[src/mcs_pkg.sv]
// Package: cycle types, status bit positions, status patterns, carriers
package mcs_pkg;

  // Status bit positions on the data bus
  localparam int IRQ_ACK_BIT = 0;
  localparam int WRITE_NOT_BIT = 1;
  localparam int STACK_BIT = 2;
  localparam int HALT_ACK_BIT = 3;
  localparam int PORT_OUT_BIT = 4;
  localparam int OPCODE_FETCH_BIT = 5;
  localparam int PORT_INPUT_BIT = 6;
  localparam int MEM_READ_BIT = 7;

  // Status byte patterns, one per cycle type
  localparam logic [7:0] ST_FETCH = 8'ha2;
  localparam logic [7:0] ST_MEM_RD = 8'h82;
  localparam logic [7:0] ST_STACK_RD = 8'h86;
  localparam logic [7:0] ST_PORT_IN = 8'h42;
  localparam logic [7:0] ST_IRQ_ACK = 8'h23;
  localparam logic [7:0] ST_HALT_ACK = 8'h8a;
  localparam logic [7:0] ST_HALT_IRQ_ACK = 8'h2b;
  localparam logic [7:0] ST_MEM_WR = 8'h00;
  localparam logic [7:0] ST_STACK_WR = 8'h04;
  localparam logic [7:0] ST_PORT_OUT = 8'h10;

  // Reset values
  localparam logic [7:0] STATUS_RST = 8'h00;
  localparam logic [15:0] ADDR_RST = 16'h0000;

  // Machine cycle types
  typedef enum logic [3:0] {
    CYC_FETCH = 4'h0,
    CYC_MEM_RD = 4'h1,
    CYC_STACK_RD = 4'h2,
    CYC_PORT_IN = 4'h3,
    CYC_IRQ_ACK = 4'h4,
    CYC_HALT_ACK = 4'h5,
    CYC_HALT_IRQ_ACK = 4'h6,
    CYC_MEM_WR = 4'h7,
    CYC_STACK_WR = 4'h8,
    CYC_PORT_OUT = 4'h9
  } cycle_e;

  // Machine cycle states
  typedef enum logic [2:0] {
    ST_IDLE = 3'h0,
    ST_T1 = 3'h1,
    ST_T2 = 3'h2,
    ST_TW = 3'h3,
    ST_T3 = 3'h4,
    ST_T4 = 3'h5,
    ST_T5 = 3'h6,
    ST_TH = 3'h7
  } tstate_e;

  // Cycle request from the sequencer
  typedef struct packed {
    cycle_e kind;
    logic [15:0] addr;
    logic [7:0] wdata;
    logic need_t4;
    logic need_t5;
  } cycle_req_s;

  // Bus pins driven by the block
  typedef struct packed {
    logic [15:0] addr;
    logic addr_oe;
    logic [7:0] data_o;
    logic data_oe;
    logic cycle_sync;
    logic data_in_en;
    logic write_n;
    logic wait_o;
    logic hold_ack;
  } bus_out_s;

  // Whole module state
  typedef struct packed {
    tstate_e st;
    cycle_req_s cur;
    logic [7:0] status;
    logic [7:0] rdata;
    logic rdata_valid;
    logic hold_pend;
    logic ready_s1;
    logic ready_s2;
    logic hold_s1;
    logic hold_s2;
  } state_s;

endpackage

[src/machine_cycle_status_word.sv]
// Machine cycle sequencer that emits the status byte at each cycle start
`timescale 1ns/1ps

// Overview of operation
// - In T1 drive the 8-bit status byte on data lines while strobe high
// - Bit 0 high in interrupt acknowledge cycles only
// - Bit 1 high for read cycles, low for memory or port writes
// - Bit 2 high when the address comes from the stack pointer
// - Bit 3 high while halt instruction runs and device stays halted
// - Bit 4 high when address carries output port and data the value
// - Port cycles put the port number on both address halves
// - Bit 5 high only in first-byte fetch and interrupt acknowledge cycles
// - Bit 6 high when address carries input port and data is received
// - Bit 7 high whenever data bus carries memory read data
// - Hold state entered after a machine cycle while hold stays requested
// - Wait, T4 and T5 are inserted only when the cycle needs them
// - Ready level decides how many wait states are inserted
// - Read patterns: fetch A2, mem 82, stack 86, input 42, halt 8A
// - Interrupt ack 23, halted interrupt ack 2B, bit 0 clear otherwise
// - Writes clear bit 1: memory 00, stack 04, port output 10
// - Cycle-start strobe only at the start of each machine cycle
// - Ready low in T2 enters wait and raises wait; ready high goes T3
module machine_cycle_status_word (
  input wire logic clk,
  input wire logic arst_n,
  input wire logic phase_en,
  input wire logic req_valid,
  output logic req_ready,
  input wire mcs_pkg::cycle_req_s req,
  input wire logic ready_in,
  input wire logic hold_req,
  input wire logic [7:0] data_i,
  output mcs_pkg::bus_out_s bus,
  output logic [7:0] rd_data,
  output logic rd_valid
);

  // ----------------------------------------------------------------
  // Status decode
  // ----------------------------------------------------------------

  // Map a cycle type to its status byte
  function automatic logic [7:0] status_of(input mcs_pkg::cycle_e k);
    logic [7:0] s;
    s = mcs_pkg::STATUS_RST;
    unique case (k)
      mcs_pkg::CYC_FETCH: s = mcs_pkg::ST_FETCH;
      mcs_pkg::CYC_MEM_RD: s = mcs_pkg::ST_MEM_RD;
      mcs_pkg::CYC_STACK_RD: s = mcs_pkg::ST_STACK_RD;
      mcs_pkg::CYC_PORT_IN: s = mcs_pkg::ST_PORT_IN;
      mcs_pkg::CYC_IRQ_ACK: s = mcs_pkg::ST_IRQ_ACK;
      mcs_pkg::CYC_HALT_ACK: s = mcs_pkg::ST_HALT_ACK;
      mcs_pkg::CYC_HALT_IRQ_ACK: s = mcs_pkg::ST_HALT_IRQ_ACK;
      mcs_pkg::CYC_MEM_WR: s = mcs_pkg::ST_MEM_WR;
      mcs_pkg::CYC_STACK_WR: s = mcs_pkg::ST_STACK_WR;
      mcs_pkg::CYC_PORT_OUT: s = mcs_pkg::ST_PORT_OUT;
      default: s = mcs_pkg::STATUS_RST;
    endcase
    return s;
  endfunction

  // Write cycles drive data from T2 through T3
  function automatic logic is_write(input mcs_pkg::cycle_e k);
    return k == mcs_pkg::CYC_MEM_WR || k == mcs_pkg::CYC_STACK_WR ||
      k == mcs_pkg::CYC_PORT_OUT;
  endfunction

  // Halt acknowledge cycles keep no data transfer
  function automatic logic is_halt(input mcs_pkg::cycle_e k);
    return k == mcs_pkg::CYC_HALT_ACK;
  endfunction

  // ----------------------------------------------------------------
  // State
  // ----------------------------------------------------------------

  mcs_pkg::state_s q_ff;
  mcs_pkg::state_s nxt_q;
  logic start_ok;
  logic [15:0] port_addr;

  // A new cycle starts only from idle or hold, with no hold request seen;
  // this must match the idle/hold branch below or a request is lost
  assign start_ok = req_valid && phase_en && !q_ff.hold_s2 &&
    (q_ff.st == mcs_pkg::ST_IDLE || q_ff.st == mcs_pkg::ST_TH);
  assign req_ready = start_ok;

  // Port number repeated on both address halves
  assign port_addr = {req.addr[7:0], req.addr[7:0]};

  // Next state
  always_comb begin
    nxt_q = q_ff;
    nxt_q.ready_s1 = ready_in;
    nxt_q.ready_s2 = q_ff.ready_s1;
    nxt_q.hold_s1 = hold_req;
    nxt_q.hold_s2 = q_ff.hold_s1;
    nxt_q.rdata_valid = 1'b0;
    if (phase_en) begin
      unique case (q_ff.st)
        mcs_pkg::ST_IDLE, mcs_pkg::ST_TH: begin
          if (q_ff.hold_s2) begin
            nxt_q.st = mcs_pkg::ST_TH;
          end else if (req_valid) begin
            nxt_q.st = mcs_pkg::ST_T1;
            nxt_q.cur = req;
            // Port cycles replicate the port number
            if (req.kind == mcs_pkg::CYC_PORT_IN ||
                req.kind == mcs_pkg::CYC_PORT_OUT) begin
              nxt_q.cur.addr = port_addr;
            end
            nxt_q.status = status_of(req.kind);
          end else begin
            nxt_q.st = mcs_pkg::ST_IDLE;
          end
          nxt_q.hold_pend = 1'b0;
        end
        mcs_pkg::ST_T1: nxt_q.st = mcs_pkg::ST_T2;
        mcs_pkg::ST_T2, mcs_pkg::ST_TW: begin
          // Ready low holds the cycle in wait
          if (q_ff.ready_s2) begin
            nxt_q.st = mcs_pkg::ST_T3;
            nxt_q.hold_pend = q_ff.hold_s2;
          end else begin
            nxt_q.st = mcs_pkg::ST_TW;
          end
        end
        mcs_pkg::ST_T3: begin
          // Capture only when the data bus was turned inward
          if (!is_write(q_ff.cur.kind) && !is_halt(q_ff.cur.kind)) begin
            nxt_q.rdata = data_i;
            nxt_q.rdata_valid = 1'b1;
          end
          if (q_ff.cur.need_t4) begin
            nxt_q.st = mcs_pkg::ST_T4;
          end else begin
            nxt_q.st = q_ff.hold_pend ? mcs_pkg::ST_TH : mcs_pkg::ST_IDLE;
          end
        end
        mcs_pkg::ST_T4: begin
          if (q_ff.cur.need_t5) begin
            nxt_q.st = mcs_pkg::ST_T5;
          end else begin
            nxt_q.st = q_ff.hold_pend ? mcs_pkg::ST_TH : mcs_pkg::ST_IDLE;
          end
        end
        mcs_pkg::ST_T5: begin
          nxt_q.st = q_ff.hold_pend ? mcs_pkg::ST_TH : mcs_pkg::ST_IDLE;
        end
      endcase
    end
  end

  // Register the state
  always_ff @(posedge clk or negedge arst_n) begin
    if (!arst_n) begin
      q_ff <= '0;
    end else begin
      q_ff <= nxt_q;
    end
  end

  // ----------------------------------------------------------------
  // Pin drive
  // ----------------------------------------------------------------

  // Data bus carries status only in T1, write data in T2..T3
  always_comb begin
    bus = '0;
    bus.addr = q_ff.cur.addr;
    bus.addr_oe = q_ff.st inside {mcs_pkg::ST_T1, mcs_pkg::ST_T2,
      mcs_pkg::ST_TW, mcs_pkg::ST_T3};
    bus.cycle_sync = q_ff.st == mcs_pkg::ST_T1;
    bus.hold_ack = q_ff.st == mcs_pkg::ST_TH;
    bus.wait_o = q_ff.st == mcs_pkg::ST_TW;
    if (q_ff.st == mcs_pkg::ST_T1) begin
      bus.data_o = q_ff.status;
      bus.data_oe = 1'b1;
    end else if (is_write(q_ff.cur.kind) && (q_ff.st == mcs_pkg::ST_T2 ||
        q_ff.st == mcs_pkg::ST_TW || q_ff.st == mcs_pkg::ST_T3)) begin
      bus.data_o = q_ff.cur.wdata;
      bus.data_oe = 1'b1;
    end
    bus.write_n = !(is_write(q_ff.cur.kind) &&
      (q_ff.st == mcs_pkg::ST_TW || q_ff.st == mcs_pkg::ST_T3));
    bus.data_in_en = !is_write(q_ff.cur.kind) &&
      !is_halt(q_ff.cur.kind) && (q_ff.st == mcs_pkg::ST_T2 ||
      q_ff.st == mcs_pkg::ST_TW || q_ff.st == mcs_pkg::ST_T3);
  end

  assign rd_data = q_ff.rdata;
  assign rd_valid = q_ff.rdata_valid;

  // ----------------------------------------------------------------
  // Assertions
  // ----------------------------------------------------------------

  property p_status_in_t1;
    @(posedge clk) disable iff (!arst_n)
    bus.cycle_sync |-> bus.data_oe && bus.data_o == q_ff.status;
  endproperty
  a_status_in_t1: assert property (p_status_in_t1)
    else $error("status not driven during cycle start");

  property p_irq_bit;
    @(posedge clk) disable iff (!arst_n)
    bus.cycle_sync |-> bus.data_o[mcs_pkg::IRQ_ACK_BIT] ==
      (q_ff.cur.kind inside {mcs_pkg::CYC_IRQ_ACK,
       mcs_pkg::CYC_HALT_IRQ_ACK});
  endproperty
  a_irq_bit: assert property (p_irq_bit)
    else $error("interrupt bit wrong");

  property p_write_bit;
    @(posedge clk) disable iff (!arst_n)
    bus.cycle_sync |-> bus.data_o[mcs_pkg::WRITE_NOT_BIT] ==
      !is_write(q_ff.cur.kind);
  endproperty
  a_write_bit: assert property (p_write_bit)
    else $error("write bit wrong");

  property p_port_addr;
    @(posedge clk) disable iff (!arst_n)
    bus.cycle_sync && q_ff.cur.kind inside {mcs_pkg::CYC_PORT_IN,
      mcs_pkg::CYC_PORT_OUT} |-> bus.addr[15:8] == bus.addr[7:0];
  endproperty
  a_port_addr: assert property (p_port_addr)
    else $error("port number not on both halves");

  property p_sync_one;
    @(posedge clk) disable iff (!arst_n)
    $rose(bus.cycle_sync) && phase_en |=> !bus.cycle_sync;
  endproperty
  a_sync_one: assert property (p_sync_one)
    else $error("cycle start held too long");

  property p_stable;
    @(posedge clk) disable iff (!arst_n)
    bus.cycle_sync && $past(bus.cycle_sync) |-> $stable(bus.data_o);
  endproperty
  a_stable: assert property (p_stable)
    else $error("status changed during cycle start");

  property p_wait;
    @(posedge clk) disable iff (!arst_n)
    q_ff.st == mcs_pkg::ST_T2 && phase_en && !q_ff.ready_s2 |=>
      bus.wait_o;
  endproperty
  a_wait: assert property (p_wait)
    else $error("wait not entered");

  property p_release;
    @(posedge clk) disable iff (!arst_n)
    !bus.cycle_sync && bus.data_oe |-> is_write(q_ff.cur.kind);
  endproperty
  a_release: assert property (p_release)
    else $error("data bus driven outside status or write");

  property p_hold;
    @(posedge clk) disable iff (!arst_n)
    bus.hold_ack |-> !bus.addr_oe && !bus.data_oe;
  endproperty
  a_hold: assert property (p_hold)
    else $error("bus driven in hold");

  property p_fetch_bit;
    @(posedge clk) disable iff (!arst_n)
    bus.cycle_sync |-> bus.data_o[mcs_pkg::OPCODE_FETCH_BIT] ==
      (q_ff.cur.kind inside {mcs_pkg::CYC_FETCH, mcs_pkg::CYC_IRQ_ACK,
       mcs_pkg::CYC_HALT_IRQ_ACK});
  endproperty
  a_fetch_bit: assert property (p_fetch_bit)
    else $error("opcode fetch bit wrong");

  property p_stack_bit;
    @(posedge clk) disable iff (!arst_n)
    bus.cycle_sync |-> bus.data_o[mcs_pkg::STACK_BIT] ==
      (q_ff.cur.kind inside {mcs_pkg::CYC_STACK_RD, mcs_pkg::CYC_STACK_WR});
  endproperty
  a_stack_bit: assert property (p_stack_bit)
    else $error("stack bit wrong");

  property p_mem_read_bit;
    @(posedge clk) disable iff (!arst_n)
    bus.cycle_sync |-> bus.data_o[mcs_pkg::MEM_READ_BIT] ==
      (q_ff.cur.kind inside {mcs_pkg::CYC_FETCH, mcs_pkg::CYC_MEM_RD,
       mcs_pkg::CYC_STACK_RD, mcs_pkg::CYC_HALT_ACK});
  endproperty
  a_mem_read_bit: assert property (p_mem_read_bit)
    else $error("memory read bit wrong");

  property p_port_bits;
    @(posedge clk) disable iff (!arst_n)
    bus.cycle_sync |-> (bus.data_o[mcs_pkg::PORT_OUT_BIT] ==
      (q_ff.cur.kind == mcs_pkg::CYC_PORT_OUT)) &&
      (bus.data_o[mcs_pkg::PORT_INPUT_BIT] ==
      (q_ff.cur.kind == mcs_pkg::CYC_PORT_IN));
  endproperty
  a_port_bits: assert property (p_port_bits)
    else $error("port direction bits wrong");

  property p_wait_exit;
    @(posedge clk) disable iff (!arst_n)
    bus.wait_o && phase_en && q_ff.ready_s2 |=> !bus.wait_o &&
      bus.addr_oe;
  endproperty
  a_wait_exit: assert property (p_wait_exit)
    else $error("wait not left when ready");

  property p_no_t4;
    @(posedge clk) disable iff (!arst_n)
    q_ff.st == mcs_pkg::ST_T3 && phase_en && !q_ff.cur.need_t4 |=>
      q_ff.st != mcs_pkg::ST_T4;
  endproperty
  a_no_t4: assert property (p_no_t4)
    else $error("extra state entered without need");

  c_fetch: cover property (@(posedge clk) disable iff (!arst_n)
    bus.cycle_sync && bus.data_o == mcs_pkg::ST_FETCH);
  c_wait: cover property (@(posedge clk) disable iff (!arst_n)
    bus.wait_o);
  c_hold: cover property (@(posedge clk) disable iff (!arst_n)
    bus.hold_ack);
  c_port_out: cover property (@(posedge clk) disable iff (!arst_n)
    bus.cycle_sync && bus.data_o == mcs_pkg::ST_PORT_OUT);
  c_ext: cover property (@(posedge clk) disable iff (!arst_n)
    q_ff.st == mcs_pkg::ST_T5);

endmodule

[config.mk]
export PLATFORM = sky130hd
export DESIGN_NAME = machine_cycle_status_word
export DESIGN_NICKNAME = d
export VERILOG_FILES = /design/src/mcs_pkg.sv /design/src/machine_cycle_status_word.sv
export SDC_FILE = /design/constraint.sdc
export NUM_CORES = 1
export LEC_CHECK = 0
export BUFFER_PORTS_ARGS = -buffer_cell sky130_fd_sc_hd__buf_2
export CAP_MARGIN = 0
export CELL_PAD_IN_SITES_DETAIL_PLACEMENT = 1
export CELL_PAD_IN_SITES_GLOBAL_PLACEMENT = 1
export CORE_MARGIN = 2
export CORE_UTILIZATION = 38
export DETAILED_ROUTE_END_ITERATION = 7
export GPL_TIMING_DRIVEN = 0
export PLACE_DENSITY = 0.78
export SLEW_MARGIN = 20
export SYNTH_ARGS = -nofsm -noshare
export SYNTH_HDL_FRONTEND = slang
export SYNTH_SLANG_ARGS = --single-unit
[constraint.sdc]
create_clock -name clk -period 2.4 [get_ports clk]
set_input_delay 0.72 -clock clk [delete_from_list [all_inputs] [get_ports clk]]
set_output_delay 0.72 -clock clk [all_outputs]
set_load 0.01 [all_outputs]
-- Word level (Yosys, flattened, before mapping)
Memories as Yosys holds them, arrays and structs flattened. A register that Yosys moved wholly into a read port is not among the register bits.
Cells that the tools add are included.
- word-level logic and storage cells: 71
- bits of input ports: 44
- bits in read-only memories: 128
- memories: 1
- register bits after elaboration: 47
- equal/unequal tests: 14
- bitwise operators: 1
- multiplexer cells: 15
- reduce and logical (&&, ||, !) cells: 27
- memories (name ; depth ; width ; rd ports ; clocked after memory_dff ; write ports ; RTL line ; text):
    (no name shown) ; 16 ; 8 ; 1 ; 1 ; 0 ; machine_cycle_status_word.sv:46 ; unique case (k)
- operators by type and width (kind ; count):
    $mux 9 ; 2
    $pmux 3 s6 ; 1
    $mux 16 ; 1
    $mux 3 ; 5
    $eq 3x3->1 const B ; 4
    $eq 4x4->1 const B ; 3
    $eq 4x3->1 const B ; 2
    $logic_and 1x1->1 ; 7
    $logic_or 1x1->1 ; 7
    $eq 3x2->1 const B ; 2
    $reduce_and 3->1 ; 2
    $logic_not 1->1 ; 5
    $eq 4x2->1 const B ; 1
    $mux 1 ; 4
    $reduce_and 4->1 ; 1
    $reduce_bool 4->1 ; 1
    $reduce_or 2->1 ; 2
    $eq 3x1->1 const B ; 1
    $logic_not 3->1 ; 1
    $mux 2 ; 1
    $ne 2x2->1 const B ; 1
    $pmux 1 s2 ; 1
    $reduce_bool 2->1 ; 1
    $not 1->1 ; 1

-- Longest topological paths before layout
Gate-level depths: netlist of run 1.
- depth after elaboration: 8
- gate-level depth with buffers: 8

-- Least setup slack after synthesis of run 1
No wires, ideal clock.
- path type: input to output
- start: input phase_en
- end: output req_ready
- buffers on the path: 3
- setup slack: 155 ps
- arrival: 1525 ps
- cell stages on the path: 5
- cell sequence: clkbuf_1 o2111ai_2 buf_6 inv_4 buf_6
- word-level cells in the longest chain between the ends: 3
- RTL lines (item ; RTL line ; text):
    start, declared ; machine_cycle_status_word.sv:26 ; input wire logic phase_en,
    $logic_and 1x1->1 (3 in a row) ; machine_cycle_status_word.sv:84 ; assign start_ok = req_valid && phase_en && !q_ff.hold_s2 &&
    end, declared ; machine_cycle_status_word.sv:28 ; output logic req_ready,
No other way between the ends.

==> results of run 1 <==
==> where the power goes <==
| part | total (mW) | leakage (nW) | internal, mW | switching, mW |
|---|---|---|---|---|
| Clock | 0.507 | 0.0412 | 0.205 | 0.302 |
| Sequential | 1.55 | 0.692 | 1.31 | 0.239 |
| Combinational | 1.96 | 1.12 | 0.975 | 0.982 |
| Total | 4.01 | 1.85 | 2.49 | 1.52 |
==> Yosys cell counts, types with 2 or more instances <==
cell                       number
sky130_fd_sc_hd__buf_4         30
sky130_fd_sc_hd__o21ai_0       17
sky130_fd_sc_hd__mux2i_1        9
sky130_fd_sc_hd__nor2b_1        3
sky130_fd_sc_hd__nand2_1       83
sky130_fd_sc_hd__a21oi_1        6
sky130_fd_sc_hd__buf_2          5
sky130_fd_sc_hd__o41ai_1        2
sky130_fd_sc_hd__mux2_2         8
sky130_fd_sc_hd__nand2b_1       2
sky130_fd_sc_hd__o21ai_1        3
sky130_fd_sc_hd__nor2_2         3
sky130_fd_sc_hd__a31oi_1        3
sky130_fd_sc_hd__buf_6          3
sky130_fd_sc_hd__ha_1           4
sky130_fd_sc_hd__and2_1         2
sky130_fd_sc_hd__o31ai_1        6
sky130_fd_sc_hd__nor3_1         4
sky130_fd_sc_hd__dfrtp_1       55
sky130_fd_sc_hd__nand3_1        2
sky130_fd_sc_hd__clkbuf_1       2
sky130_fd_sc_hd__inv_1          7
sky130_fd_sc_hd__nand4b_1       2
sky130_fd_sc_hd__a22o_1         9
sky130_fd_sc_hd__nor2_1         8
==> layer usage <==
metal / vias to the layer above / part of all wire (%) / GRT usage, %
met5: - / 0 / 0
met3: 8 / 5.0 / 3.35
li1: 1144 / - / -
met2: 76 / 49 / 31.3
met1: 1114 / 45 / 22.6
met4: 0 / 0.92 / 4.49
==> critical path, cell delays in order (launching register included) <==
cell and delay, ps:
sky130_fd_sc_hd__dfrtp_1 440, sky130_fd_sc_hd__and3b_2 260, sky130_fd_sc_hd__a21oi_4 210, sky130_fd_sc_hd__nor2_4 100, sky130_fd_sc_hd__a22o_1 210, sky130_fd_sc_hd__buf_2 140
==> state kept, by name (all words and copies together) (netlist names) <==
register	cells
q_ff	28
bus	16
rd_data	8
nxt_q	2
rd_valid	1
==> worst max path at each step <==
stage	start	endpoint	slack (ps)	cells past startpoint
after floorplan	phase_en	req_ready	160	5
after global placement	phase_en	req_ready	-220	6
after detailed placement	phase_en	req_ready	-210	6
after CTS	q_ff[54]	bus[12]	10	5
after global routing	q_ff[50]	bus[12]	-60	5
final	q_ff[50]	bus[12]	10	5
==> repair_timing <==
action                                  CTS  global route
gates cloned                              0             1
gates resized for setup                  15             9
buffers inserted                          3             4
pin swaps                                 5            10
endpoints found under the setup margin   10             9
==> cell families after synthesis <==
logic type	share of synthesized area [%]
adders and majority gates	1.79
muxes	6.44
xor gates and xnor gates	0.313
DFF	49.2
buffers and inverters	11.6
AOI/OAI and AO/OA	12.3
and+or+nand+nor	18.4
==> cell type report <==
type | instances | share of cell area (%)
Timing Repair Buffer | 88 | 13.1
Sequential cell | 55 | 38.6
Clock inverter | 2 | 0.351
Inverter | 8 | 1.05
Clock buffer | 6 | 2.04
Multi-Input combinational cell | 189 | 33.1
Tap cell | 99 | 3.47
Buffer | 39 | 8.25
==> results.env, run 1 <==
WIRE_PER_INST_UM=15.0
AVERAGE_SIZE_OF_A_MAPPED_CELL_UM2=9.62
DIEHEIGHT_UM=89.8
HOLDBUFCOUNTCTS=0
PLACE_INST=471
FINAL_MIN_PERIOD_OVER_CLOCK_PERIOD_PCT=99.4
POST_SYNTH_MAIN_AREA_CONTRIBUTORS='sky130_fd_sc_hd__dfrtp_1 (49%), sky130_fd_sc_hd__nand2_1 (11%), sky130_fd_sc_hd__buf_4 (8.0%)'
STATUS='completed'
SYNTH-WARNING-COUNT=0
CLOCK-SKEW-FINAL_PS=6.04
R2R_START='q_ff[54]'
FIN_TNS_SETUP_PS=0
CRITICAL_PATH_ARRIVAL_PS=1670
FINAL_AREA_UM2=3560
HOLD_VIOL_FINAL=0
CLOCK_TREE.BUFFER_DEPTH=2
FILLERS=856
PRE_CTS_WS_PS=-208
CRITICAL_PATH.MAX_FANOUT=8
ROUTED_WL_MM=7.28
GP_CONGESTION=0.790
CRITICAL_PATH_ENDPOINT_CATEGORY='output pin'
WORST_SLEW_PIN_SLEW_PS=707
VIASPERCELL=4.82
GLOBALROUTEOVERFLOWTOTAL=0
NETLIST_AREA_UM2=2800
MAXCAPVIOLCOUNT=0
ANT_NETS=0
WORSTHOLDPATHTYPE='reg -> reg'
CORE_AREA_UM2=7180
YOSYS_MOST_USED_DFF='sky130_fd_sc_hd__dfrtp_1'
TIMING.FINAL.WS_SETUP_PS=14.1
GLOBAL_ROUTE.USAGE.TOTAL_PCT=17.8
START_KIND='flip-flop'
YS_FF_LATCH=55
SYNTH_LARGEST_TYPE_AREA_FRACTION_PCT=49.2
NUMBER_OF_GLOBAL_ROUTE_VIAS_BEFORE_REPAIR=2363
PEAKVDDDROP_V=0.000337
MAXIMUM_NUMBER_OF_PINS_ON_ONE_NET_BEFORE_GLOBAL_ROUTE_REPAIR=56
FINAL_PERIOD_MINUS_WORST_SETUP_SLACK_PS=2390
POWER.STATIC_LEAKAGE_nW=1.85
GRT_ANTENNA_BEFORE_REPAIR=0
YOSYS.AREA.TOP_TYPE='sky130_fd_sc_hd__dfrtp_1'
POST_DP_CELL_AREA_UM2=3330
WORST_HOLD_PATH.NUM_CELLS=0
INITIAL_CELL_DENSITY_OF_THE_CORE_PCT=39.0
ASYNC_RESET_FF_SHARE_PCT=100
FINAL_CORE_UTIL_PCT=49.7
TRITONCTS='done'
CTS_NUM_SINKS=55
LAYOUT.CELLS.MOST_COMMON_LIST='sky130_fd_sc_hd__nand2_1 (83), sky130_fd_sc_hd__buf_2 (82), sky130_fd_sc_hd__dfrtp_1 (54), sky130_fd_sc_hd__buf_4 (38), sky130_fd_sc_hd__o21ai_0 (17)'
CTSHTREEMAXLEVEL=2
POWER_DENSITY_nW_PER_UM2=1120
IO_BUFFER_COUNT=81
TOTAL_CLOCK_BUFFERS_CREATED_BY_CTS=5
FINAL_MAX_SLEW_VIOL_COUNT=0
FINALHOLDWORSTSLACK_PS=363
LAYOUT.CELLS.MOST_COMMON='sky130_fd_sc_hd__nand2_1'
SEQUENTIAL_ELEMENT_SHARE_OF_THE_SYNTHESIZED_AREA_PCT=49.2
FINAL-INSTANCE-COUNT-EXCL-FILL=486
GRT_SETUP_UNREPAIRED='yes'
ANTENNA_CELLS_INSERTED=0
DR_TOTAL_VIAS=2342
WORSTREG2REGEND='q_ff[20]'
POST_SYNTHESIS_CELLS=291
CLK_ROOT_BUF='sky130_fd_sc_hd__clkbuf_8'
NUMBER_OF_CELLS_TRAVERSED_BY_THE_WORST_REGISTER_TO_REGISTER_PATH=8
TOTAL_POWER_mW=4.01
CRITICAL_PATH_REQUIRED_PS=1680
FF_LATCH_AREA_UM2=1380
SYNTH_NETS=339
MINIMUM_SETUP_SLACK_AMONG_REG_TO_REG_PATHS_PS=700
CLKTRANSATPATHREGS_PS=90
CRITPATHKIND='reg -> out'
DIE_AREA_UM2=8070
HOLD-PATH-ENDPOINT='q_ff[2]'
WORSTSKEWPAIRLATENCY_PS=310
CORE.ROWCOUNT=31
AREA_DELTA_SYNTH_FINAL_PCT=27.4
FINAL_LAYOUT_SIZE_SUFFIX_GT1_SHARE_PCT=41.1
SYNTH_EDF_COUNT=0
DETAIL_ROUTE.ITER0.VIOLATIONS=82
YS_TYPES=38
MULTI_INPUT_COMB_AREA_UM2=1180
MAX_CLOCK_FREQ_MHz=419
IOPINCOUNT=85
HOLD_PATH.STARTPOINT='nxt_q[2]'
TOTAL_DRC_ERRORS_IN_THE_ROUTED_LAYOUT=0
CHIPWIDTH_UM=89.8
MAX_SLEW_HEADROOM_PCT=52.9
FINALNETCOUNT=434
FINALSETUPVIOLCOUNT=0
FIRSTDRTPASSITERS=4
POST_DETAIL_PLACE_HPWL_MM=5.20
GLOBAL_ROUTE_WIRE_LENGTH_BEFORE_REPAIR_MM=11.6
No activity file was read; power rests on OpenSTA's default activity.
==> run 2: changes to the inputs <==
--- a/config.mk
+++ b/config.mk
@@ -5,15 +5,18 @@
 export SDC_FILE = /design/constraint.sdc
 export NUM_CORES = 1
 export LEC_CHECK = 0
+export ABC_AREA = 1
 export BUFFER_PORTS_ARGS = -buffer_cell sky130_fd_sc_hd__buf_2
 export CAP_MARGIN = 0
 export CELL_PAD_IN_SITES_DETAIL_PLACEMENT = 1
 export CELL_PAD_IN_SITES_GLOBAL_PLACEMENT = 1
 export CORE_MARGIN = 2
 export CORE_UTILIZATION = 38
+export CTS_BUF_LIST = sky130_fd_sc_hd__clkbuf_8
 export DETAILED_ROUTE_END_ITERATION = 7
 export GPL_TIMING_DRIVEN = 0
-export PLACE_DENSITY = 0.78
+export HOLD_SLACK_MARGIN = 0.06
+export PLACE_DENSITY = 0.8
 export SLEW_MARGIN = 20
 export SYNTH_ARGS = -nofsm -noshare
 export SYNTH_HDL_FRONTEND = slang
==> results.env, run 2 <==
TOTAL_CLOCK_BUFFERS_CREATED_BY_CTS=5
GRT_SETUP_UNREPAIRED='yes'
PLACE_INST=529
YS_FF_LATCH=55
POST_SYNTHESIS_CELLS=346
AREA_DELTA_SYNTH_FINAL_PCT=26.6
HOLDBUFCOUNTCTS=0
FINAL-INSTANCE-COUNT-EXCL-FILL=542
SYNTH_LARGEST_TYPE_AREA_FRACTION_PCT=49.2
HOLD-PATH-ENDPOINT='q_ff[2]'
ASYNC_RESET_FF_SHARE_PCT=100
CHIPWIDTH_UM=89.8
GLOBALROUTEOVERFLOWTOTAL=0
AVERAGE_SIZE_OF_A_MAPPED_CELL_UM2=8.09
IO_BUFFER_COUNT=84
HOLD_PATH.STARTPOINT='nxt_q[2]'
FINAL_MAX_SLEW_VIOL_COUNT=0
FINAL_CORE_UTIL_PCT=49.4
POWER_DENSITY_nW_PER_UM2=1190
DIE_AREA_UM2=8070
CRITPATHKIND='reg -> out'
GLOBAL_ROUTE_WIRE_LENGTH_BEFORE_REPAIR_MM=13.0
CTS_NUM_SINKS=55
MAX_CLOCK_FREQ_MHz=431
MAXCAPVIOLCOUNT=0
FINALNETCOUNT=490
CTSHTREEMAXLEVEL=2
ANT_NETS=0
MAX_SLEW_HEADROOM_PCT=52.5
TOTAL_POWER_mW=4.23
MAX_FFS_PER_REGISTER=28
REGISTER_RANKED_FIRST_BY_FLIP_FLOP_COUNT='q_ff'
WORST_SLEW_PIN_SLEW_PS=712
VIASPERCELL=4.80
NETLIST_AREA_UM2=2800
PEAKVDDDROP_V=0.000409
POWER.STATIC_LEAKAGE_nW=1.99
SYNTH-WARNING-COUNT=0
WORSTHOLDPATHTYPE='reg -> reg'
NUMBER_OF_GLOBAL_ROUTE_VIAS_BEFORE_REPAIR=2766
R2R_START='q_ff[52]'
MAXIMUM_NUMBER_OF_PINS_ON_ONE_NET_BEFORE_GLOBAL_ROUTE_REPAIR=56
PRE_CTS_WS_PS=-25.7
CLKTRANSATPATHREGS_PS=90
TOTAL_DRC_ERRORS_IN_THE_ROUTED_LAYOUT=0
TIMING.FINAL.WS_SETUP_PS=80.1
CRITICAL_PATH_ARRIVAL_PS=1600
LAYOUT.CELLS.MOST_COMMON='sky130_fd_sc_hd__nand2_1'
CORE_AREA_UM2=7180
SEQUENTIAL_ELEMENT_SHARE_OF_THE_SYNTHESIZED_AREA_PCT=49.2
ANTENNA_CELLS_INSERTED=0
YOSYS.AREA.TOP_TYPE='sky130_fd_sc_hd__dfrtp_1'
CRITICAL_PATH_REQUIRED_PS=1680
START_KIND='flip-flop'
CRITICAL_PATH_ENDPOINT_CATEGORY='output pin'
FINALSETUPVIOLCOUNT=0
FIRSTDRTPASSITERS=4
GP_CONGESTION=0.785
FINAL_MIN_PERIOD_OVER_CLOCK_PERIOD_PCT=96.7
CORE.ROWCOUNT=31
YOSYS_MOST_USED_DFF='sky130_fd_sc_hd__dfrtp_1'
FINAL_LAYOUT_SIZE_SUFFIX_GT1_SHARE_PCT=36.1
CLOCK_TREE.BUFFER_DEPTH=2
WORST_HOLD_PATH.NUM_CELLS=0
ROUTED_WL_MM=7.65
SYNTH_NETS=394
INITIAL_CELL_DENSITY_OF_THE_CORE_PCT=39.0
POST_SYNTH_MAIN_AREA_CONTRIBUTORS='sky130_fd_sc_hd__dfrtp_1 (49%), sky130_fd_sc_hd__nand2_1 (15%), sky130_fd_sc_hd__buf_4 (7.0%)'
DIEHEIGHT_UM=89.8
DETAIL_ROUTE.ITER0.VIOLATIONS=71
CLK_ROOT_BUF='sky130_fd_sc_hd__clkbuf_8'
TRITONCTS='done'
MINIMUM_SETUP_SLACK_AMONG_REG_TO_REG_PATHS_PS=810
CRITICAL_PATH.MAX_FANOUT=6
WORSTREG2REGEND='q_ff[22]'
IOPINCOUNT=85
SYNTHMOSTINSTANTIATEDCELL='sky130_fd_sc_hd__nand2_1'
POST_DETAIL_PLACE_HPWL_MM=5.59
YS_TYPES=20
FINALHOLDWORSTSLACK_PS=362
CLOCK-SKEW-FINAL_PS=6.28
NETLIST_TOP_CELLS_COUNT='sky130_fd_sc_hd__nand2_1 (111), sky130_fd_sc_hd__dfrtp_1 (55), sky130_fd_sc_hd__nand3_1 (35), sky130_fd_sc_hd__inv_1 (29), sky130_fd_sc_hd__buf_4 (26)'
LAYOUT.CELLS.MOST_COMMON_LIST='sky130_fd_sc_hd__nand2_1 (109), sky130_fd_sc_hd__buf_2 (85), sky130_fd_sc_hd__dfrtp_1 (52), sky130_fd_sc_hd__nand3_1 (32), sky130_fd_sc_hd__buf_4 (31)'
WIRE_PER_INST_UM=14.1
GLOBAL_ROUTE.USAGE.TOTAL_PCT=19.5
FINAL_PERIOD_MINUS_WORST_SETUP_SLACK_PS=2320
GRT_ANTENNA_BEFORE_REPAIR=0
STATUS='completed'
NUMBER_OF_CELLS_TRAVERSED_BY_THE_WORST_REGISTER_TO_REGISTER_PATH=7
SYNTH_EDF_COUNT=0
WORSTSKEWPAIRLATENCY_PS=310
DR_TOTAL_VIAS=2600
HOLD_VIOL_FINAL=0
run 2: cell types whose count changed in the layout (fill, tap and decap cells not counted), moves of 9 or more:
cell,previous run,this run
sky130_fd_sc_hd__a21oi_1,4,14
sky130_fd_sc_hd__a22o_1,9,0
sky130_fd_sc_hd__nand2_1,83,109
sky130_fd_sc_hd__inv_1,7,26
sky130_fd_sc_hd__nand3_1,2,32
sky130_fd_sc_hd__o21ai_1,3,13
sky130_fd_sc_hd__mux2i_1,9,0
run 2: per-layer routing:
| metal | up-vias | GRT usage, % | share of wire [%] |
|---|---|---|---|
| met3 | 16 | 5.28 | 6.0 |
| met2 | 76 | 32.8 | 47 |
| met5 | - | 0 | 0 |
| met4 | 0 | 7.18 | 2.2 |
| met1 | 1239 | 24.2 | 45 |
| li1 | 1269 | - | - |
run 2: cells by family after synthesis:
| logic type | synth area share (%) |
|---|---|
| buf+inv | 12.9 |
| simple gates | 26.5 |
| compound gates | 9.66 |
| fa+ha+maj | 1.79 |
| flops | 49.2 |
run 2: worst max path at each step:
stage                         from         to  cells after the start
after global placement    phase_en  req_ready                      7
after global routing      q_ff[52]     bus[3]                      8
after detailed placement  phase_en  req_ready                      7
after floorplan           q_ff[54]    bus[11]                      8
after CTS                 q_ff[52]    bus[13]                      8
final                     q_ff[52]     bus[3]                      8
run 2: per-stage QoR:
step                      TNS (ps)  area (um2)
final                            0        3540
after global routing         -60.4        3540
after CTS                        0        3500
after detailed placement     -38.6        3350
after global placement           0        3340
after floorplan                  0        2800
run 2: power breakdown:
part	total [mW]	internal [mW]	switching (mW)
Sequential	1.61	1.34	0.275
Combinational	2.13	0.951	1.18
Clock	0.491	0.197	0.294
Total	4.23	2.49	1.74
run 2: final cells by class:
cell class | count | area (um2)
Clock buffer | 5 | 68.8
Buffer | 31 | 239
Multi-Input combinational cell | 230 | 1120
Tap cell | 99 | 124
Inverter | 30 | 123
Clock inverter | 3 | 12.5
Sequential cell | 55 | 1380
Fill cell | 911 | 3630
Timing Repair Buffer | 89 | 473
run 2: critical path, stage by stage, from the launching register on:
cell,delay [ps]
sky130_fd_sc_hd__dfrtp_2,490
sky130_fd_sc_hd__inv_2,110
sky130_fd_sc_hd__nand3_2,80
sky130_fd_sc_hd__nand2_2,90
sky130_fd_sc_hd__inv_2,70
sky130_fd_sc_hd__nand2_2,140
sky130_fd_sc_hd__nand3_1,120
sky130_fd_sc_hd__inv_1,60
sky130_fd_sc_hd__buf_2,120
run 2: repair_timing:
| item | 4_1_cts | 5_1_grt |
|---|---|---|
| gates resized for setup | 17 | 11 |
| pin swaps | 3 | 2 |
| setup endpoints to repair | 12 | 13 |
| cloned | 1 | 1 |
| buffers inserted | 2 | 3 |
==> run 3: changes to the inputs <==
--- a/config.mk
+++ b/config.mk
@@ -5,18 +5,18 @@
 export SDC_FILE = /design/constraint.sdc
 export NUM_CORES = 1
 export LEC_CHECK = 0
-export ABC_AREA = 1
 export BUFFER_PORTS_ARGS = -buffer_cell sky130_fd_sc_hd__buf_2
 export CAP_MARGIN = 0
 export CELL_PAD_IN_SITES_DETAIL_PLACEMENT = 1
 export CELL_PAD_IN_SITES_GLOBAL_PLACEMENT = 1
 export CORE_MARGIN = 2
-export CORE_UTILIZATION = 38
+export CORE_UTILIZATION = 40
 export CTS_BUF_LIST = sky130_fd_sc_hd__clkbuf_8
+export CTS_CLUSTER_DIAMETER = 120
 export DETAILED_ROUTE_END_ITERATION = 7
 export GPL_TIMING_DRIVEN = 0
 export HOLD_SLACK_MARGIN = 0.06
-export PLACE_DENSITY = 0.8
+export PLACE_DENSITY = 0.82
 export SLEW_MARGIN = 20
 export SYNTH_ARGS = -nofsm -noshare
 export SYNTH_HDL_FRONTEND = slang
==> results.env, run 3 (synthesis gave the netlist of run 1 again) <==
MAX_FFS_PER_REGISTER=28
WORST_SLEW_PIN_SLEW_PS=698
WORSTSKEWPAIRLATENCY_PS=310
TOTAL_POWER_mW=4.02
FINAL_PERIOD_MINUS_WORST_SETUP_SLACK_PS=2380
POWER.STATIC_LEAKAGE_nW=1.86
TRITONCTS='done'
CLOCK-SKEW-FINAL_PS=8.68
GLOBAL_ROUTE_WIRE_LENGTH_BEFORE_REPAIR_MM=11.5
CLK_ROOT_BUF='sky130_fd_sc_hd__clkbuf_8'
GLOBALROUTEOVERFLOWTOTAL=0
LAYOUT.CELLS.MOST_COMMON_LIST='sky130_fd_sc_hd__nand2_1 (83), sky130_fd_sc_hd__buf_2 (82), sky130_fd_sc_hd__dfrtp_1 (54), sky130_fd_sc_hd__buf_4 (37), sky130_fd_sc_hd__o21ai_0 (17)'
START_KIND='flip-flop'
FIRSTDRTPASSITERS=4
FINAL_MIN_PERIOD_OVER_CLOCK_PERIOD_PCT=99.2
MULTI_INPUT_COMB_AREA_UM2=1170
SEQUENTIALPOWERSHARE_PCT=38.2
P_INT_mW=2.52
LAYOUT.CELLS.MOST_COMMON='sky130_fd_sc_hd__nand2_1'
FIN_TNS_SETUP_PS=0
WORSTREG2REGEND='q_ff[18]'
HOLDBUFCOUNTCTS=0
INITIAL_CELL_DENSITY_OF_THE_CORE_PCT=41.2
CLKTRANSATPATHREGS_PS=100
CRITICAL_PATH_ENDPOINT_CATEGORY='output pin'
GRT_ANTENNA_BEFORE_REPAIR=0
PROPORTION_OF_POWER_DRAWN_BY_THE_CLOCK_NETWORK_PCT=13.3
CTS_NUM_SINKS=55
IOPINCOUNT=85
ANTENNA_CELLS_INSERTED=0
HOLD_VIOL_FINAL=0
GLOBAL_ROUTE.USAGE.TOTAL_PCT=18.9
MAX_SLEW_HEADROOM_PCT=53.5
GRT-BUSIEST-LAYER='met2'
ROUTED_WL_MM=7.00
FINALSETUPVIOLCOUNT=0
FILLERS=822
FINAL_MAX_SLEW_VIOL_COUNT=0
CORE.ROWCOUNT=30
GP_CONGESTION=0.800
DIE_AREA_UM2=7680
CPPEAKSTAGEDELAY_PS=460
DETAIL_ROUTE.ITER0.VIOLATIONS=28
SLOWEST_STAGE_CELL_CP='sky130_fd_sc_hd__dfrtp_2'
IO_BUFFER_COUNT=81
PATH_DELAY_FAMILY='simple AND/OR/NAND/NOR gates'
DIEHEIGHT_UM=87.7
PEAKVDDDROP_V=0.000405
R2R_START='q_ff[54]'
STATUS='completed'
MINIMUM_SETUP_SLACK_AMONG_REG_TO_REG_PATHS_PS=680
MAXIMUM_NUMBER_OF_PINS_ON_ONE_NET_BEFORE_GLOBAL_ROUTE_REPAIR=56
CORE_AREA_UM2=6790
NUMBER_OF_CELLS_TRAVERSED_BY_THE_WORST_REGISTER_TO_REGISTER_PATH=8
GLOBAL_ROUTE.USAGE.MET1_PCT=24.3
NUMBER_OF_GLOBAL_ROUTE_VIAS_BEFORE_REPAIR=2432
VIASPERCELL=4.81
TOTAL_CLOCK_BUFFERS_CREATED_BY_CTS=5
TOTAL_DRC_ERRORS_IN_THE_ROUTED_LAYOUT=0
POWER_DENSITY_nW_PER_UM2=1130
CRITPATHKIND='reg -> out'
GRT_UTIL_MET2_PCT=33.3
POWER_SWITCHING_mW=1.50
CRITICAL_PATH_REQUIRED_PS=1680
ANT_NETS=0
FINALHOLDWORSTSLACK_PS=362
MAX_CLOCK_FREQ_MHz=420
WORST_HOLD_PATH.NUM_CELLS=0
GRT_SETUP_UNREPAIRED='yes'
AREA_DELTA_SYNTH_FINAL_PCT=27.6
GR_LAYER_USAGE_MET3_PCT=4.15
FINAL_LAYOUT_SIZE_SUFFIX_GT1_SHARE_PCT=40.8
REGISTER_RANKED_FIRST_BY_FLIP_FLOP_COUNT='q_ff'
HOLD-PATH-ENDPOINT='q_ff[0]'
WORSTPATHBUFFERINVERTERCOUNT=1
HOLD_PATH.STARTPOINT='nxt_q[0]'
P_COMB_SHARE_PCT=48.4
POST_DETAIL_PLACE_HPWL_MM=5.17
WORSTHOLDPATHTYPE='reg -> reg'
CLOCK_TREE.BUFFER_DEPTH=2
CRIT_CHAIN='nor3b_4 > a21oi_4 > nor2_4 > a22o_1 > buf_6'
FINALNETCOUNT=434
DR_TOTAL_VIAS=2322
CTSHTREEMAXLEVEL=2
FF_LATCH_AREA_UM2=1380
MAXCAPVIOLCOUNT=0
CRITICAL_PATH_ARRIVAL_PS=1660
CHIPWIDTH_UM=87.7
NETSWITCHINGFRACTION_PCT=37.4
WIRE_PER_INST_UM=14.5
CRITICAL_PATH.MAX_FANOUT=8
## run 3: changes by cell type in the layout (fill, tap and decap cells not counted), moves of 9 or more
cell,change
sky130_fd_sc_hd__a21oi_1,-10
sky130_fd_sc_hd__a22o_1,+9
sky130_fd_sc_hd__nand3_1,-30
sky130_fd_sc_hd__inv_1,-18
sky130_fd_sc_hd__mux2i_1,+9
sky130_fd_sc_hd__o21ai_1,-10
sky130_fd_sc_hd__nand2_1,-26
## run 3: layout make-up
type	count	share of cell area, %
flip-flops and latches	55	38.6
multi-input cells	188	32.6
repair buffers	89	13.4
well taps	96	3.36
clock buffers	6	2.31
inverters	8	1.05
plain buffers	39	8.34
clock inverters	2	0.350
## run 3: worst max path at each step
stage,slack [ps],to,depth (start not counted),start
3_5_place_dp,-230,req_ready,6,phase_en
4_1_cts,20,bus[13],6,q_ff[52]
6_report,20,bus[13],5,q_ff[49]
3_3_place_gp,-240,req_ready,6,phase_en
2_1_floorplan,160,req_ready,5,phase_en
5_1_grt,-80,bus[13],5,q_ff[49]
## run 3: timing repair
item / in CTS / in global routing
setup buffers: 6 / 1
cloned: 1 / 0
setup endpoints to repair: 10 / 10
resized for setup: 17 / 7
pin swaps: 5 / 9
## run 3: metrics by stage
step	cells	worst slack [ps]	area, um2	utilization [%]
2_1_floorplan	291	155	2800	-
3_3_place_gp	468	-238	3320	48.9
3_5_place_dp	468	-233	3330	49.0
4_1_cts	482	20.6	3540	52.1
5_1_grt	483	-77.6	3570	52.6
6_report	483	19.5	3570	52.6
## run 3: per-layer routing
layer,vias to the layer above,share of wire (%),routed length [um]
met5,-,0,0
met4,0,0.61,43
met3,5,4.6,325
met2,62,50,3510
met1,1122,45,3120
li1,1133,-,-
## run 3: power by group through the flow
stage	Sequential, mW	Combinational (mW)	Clock, mW
5_1_grt	1.59	2.16	0.585
4_1_cts	1.53	1.93	0.547
6_report	1.54	1.95	0.537
2_1_floorplan	1.48	1.23	0
3_3_place_gp	1.52	1.68	0
3_5_place_dp	1.54	1.75	0
## run 3: worst register-to-register path: cells and delay by family (launching register included)
family	cells	cell delay, ps
and+or+nand+nor	2	260
buffers and inverters	4	660
AOI/OAI and AO/OA	2	310
DFF	1	400
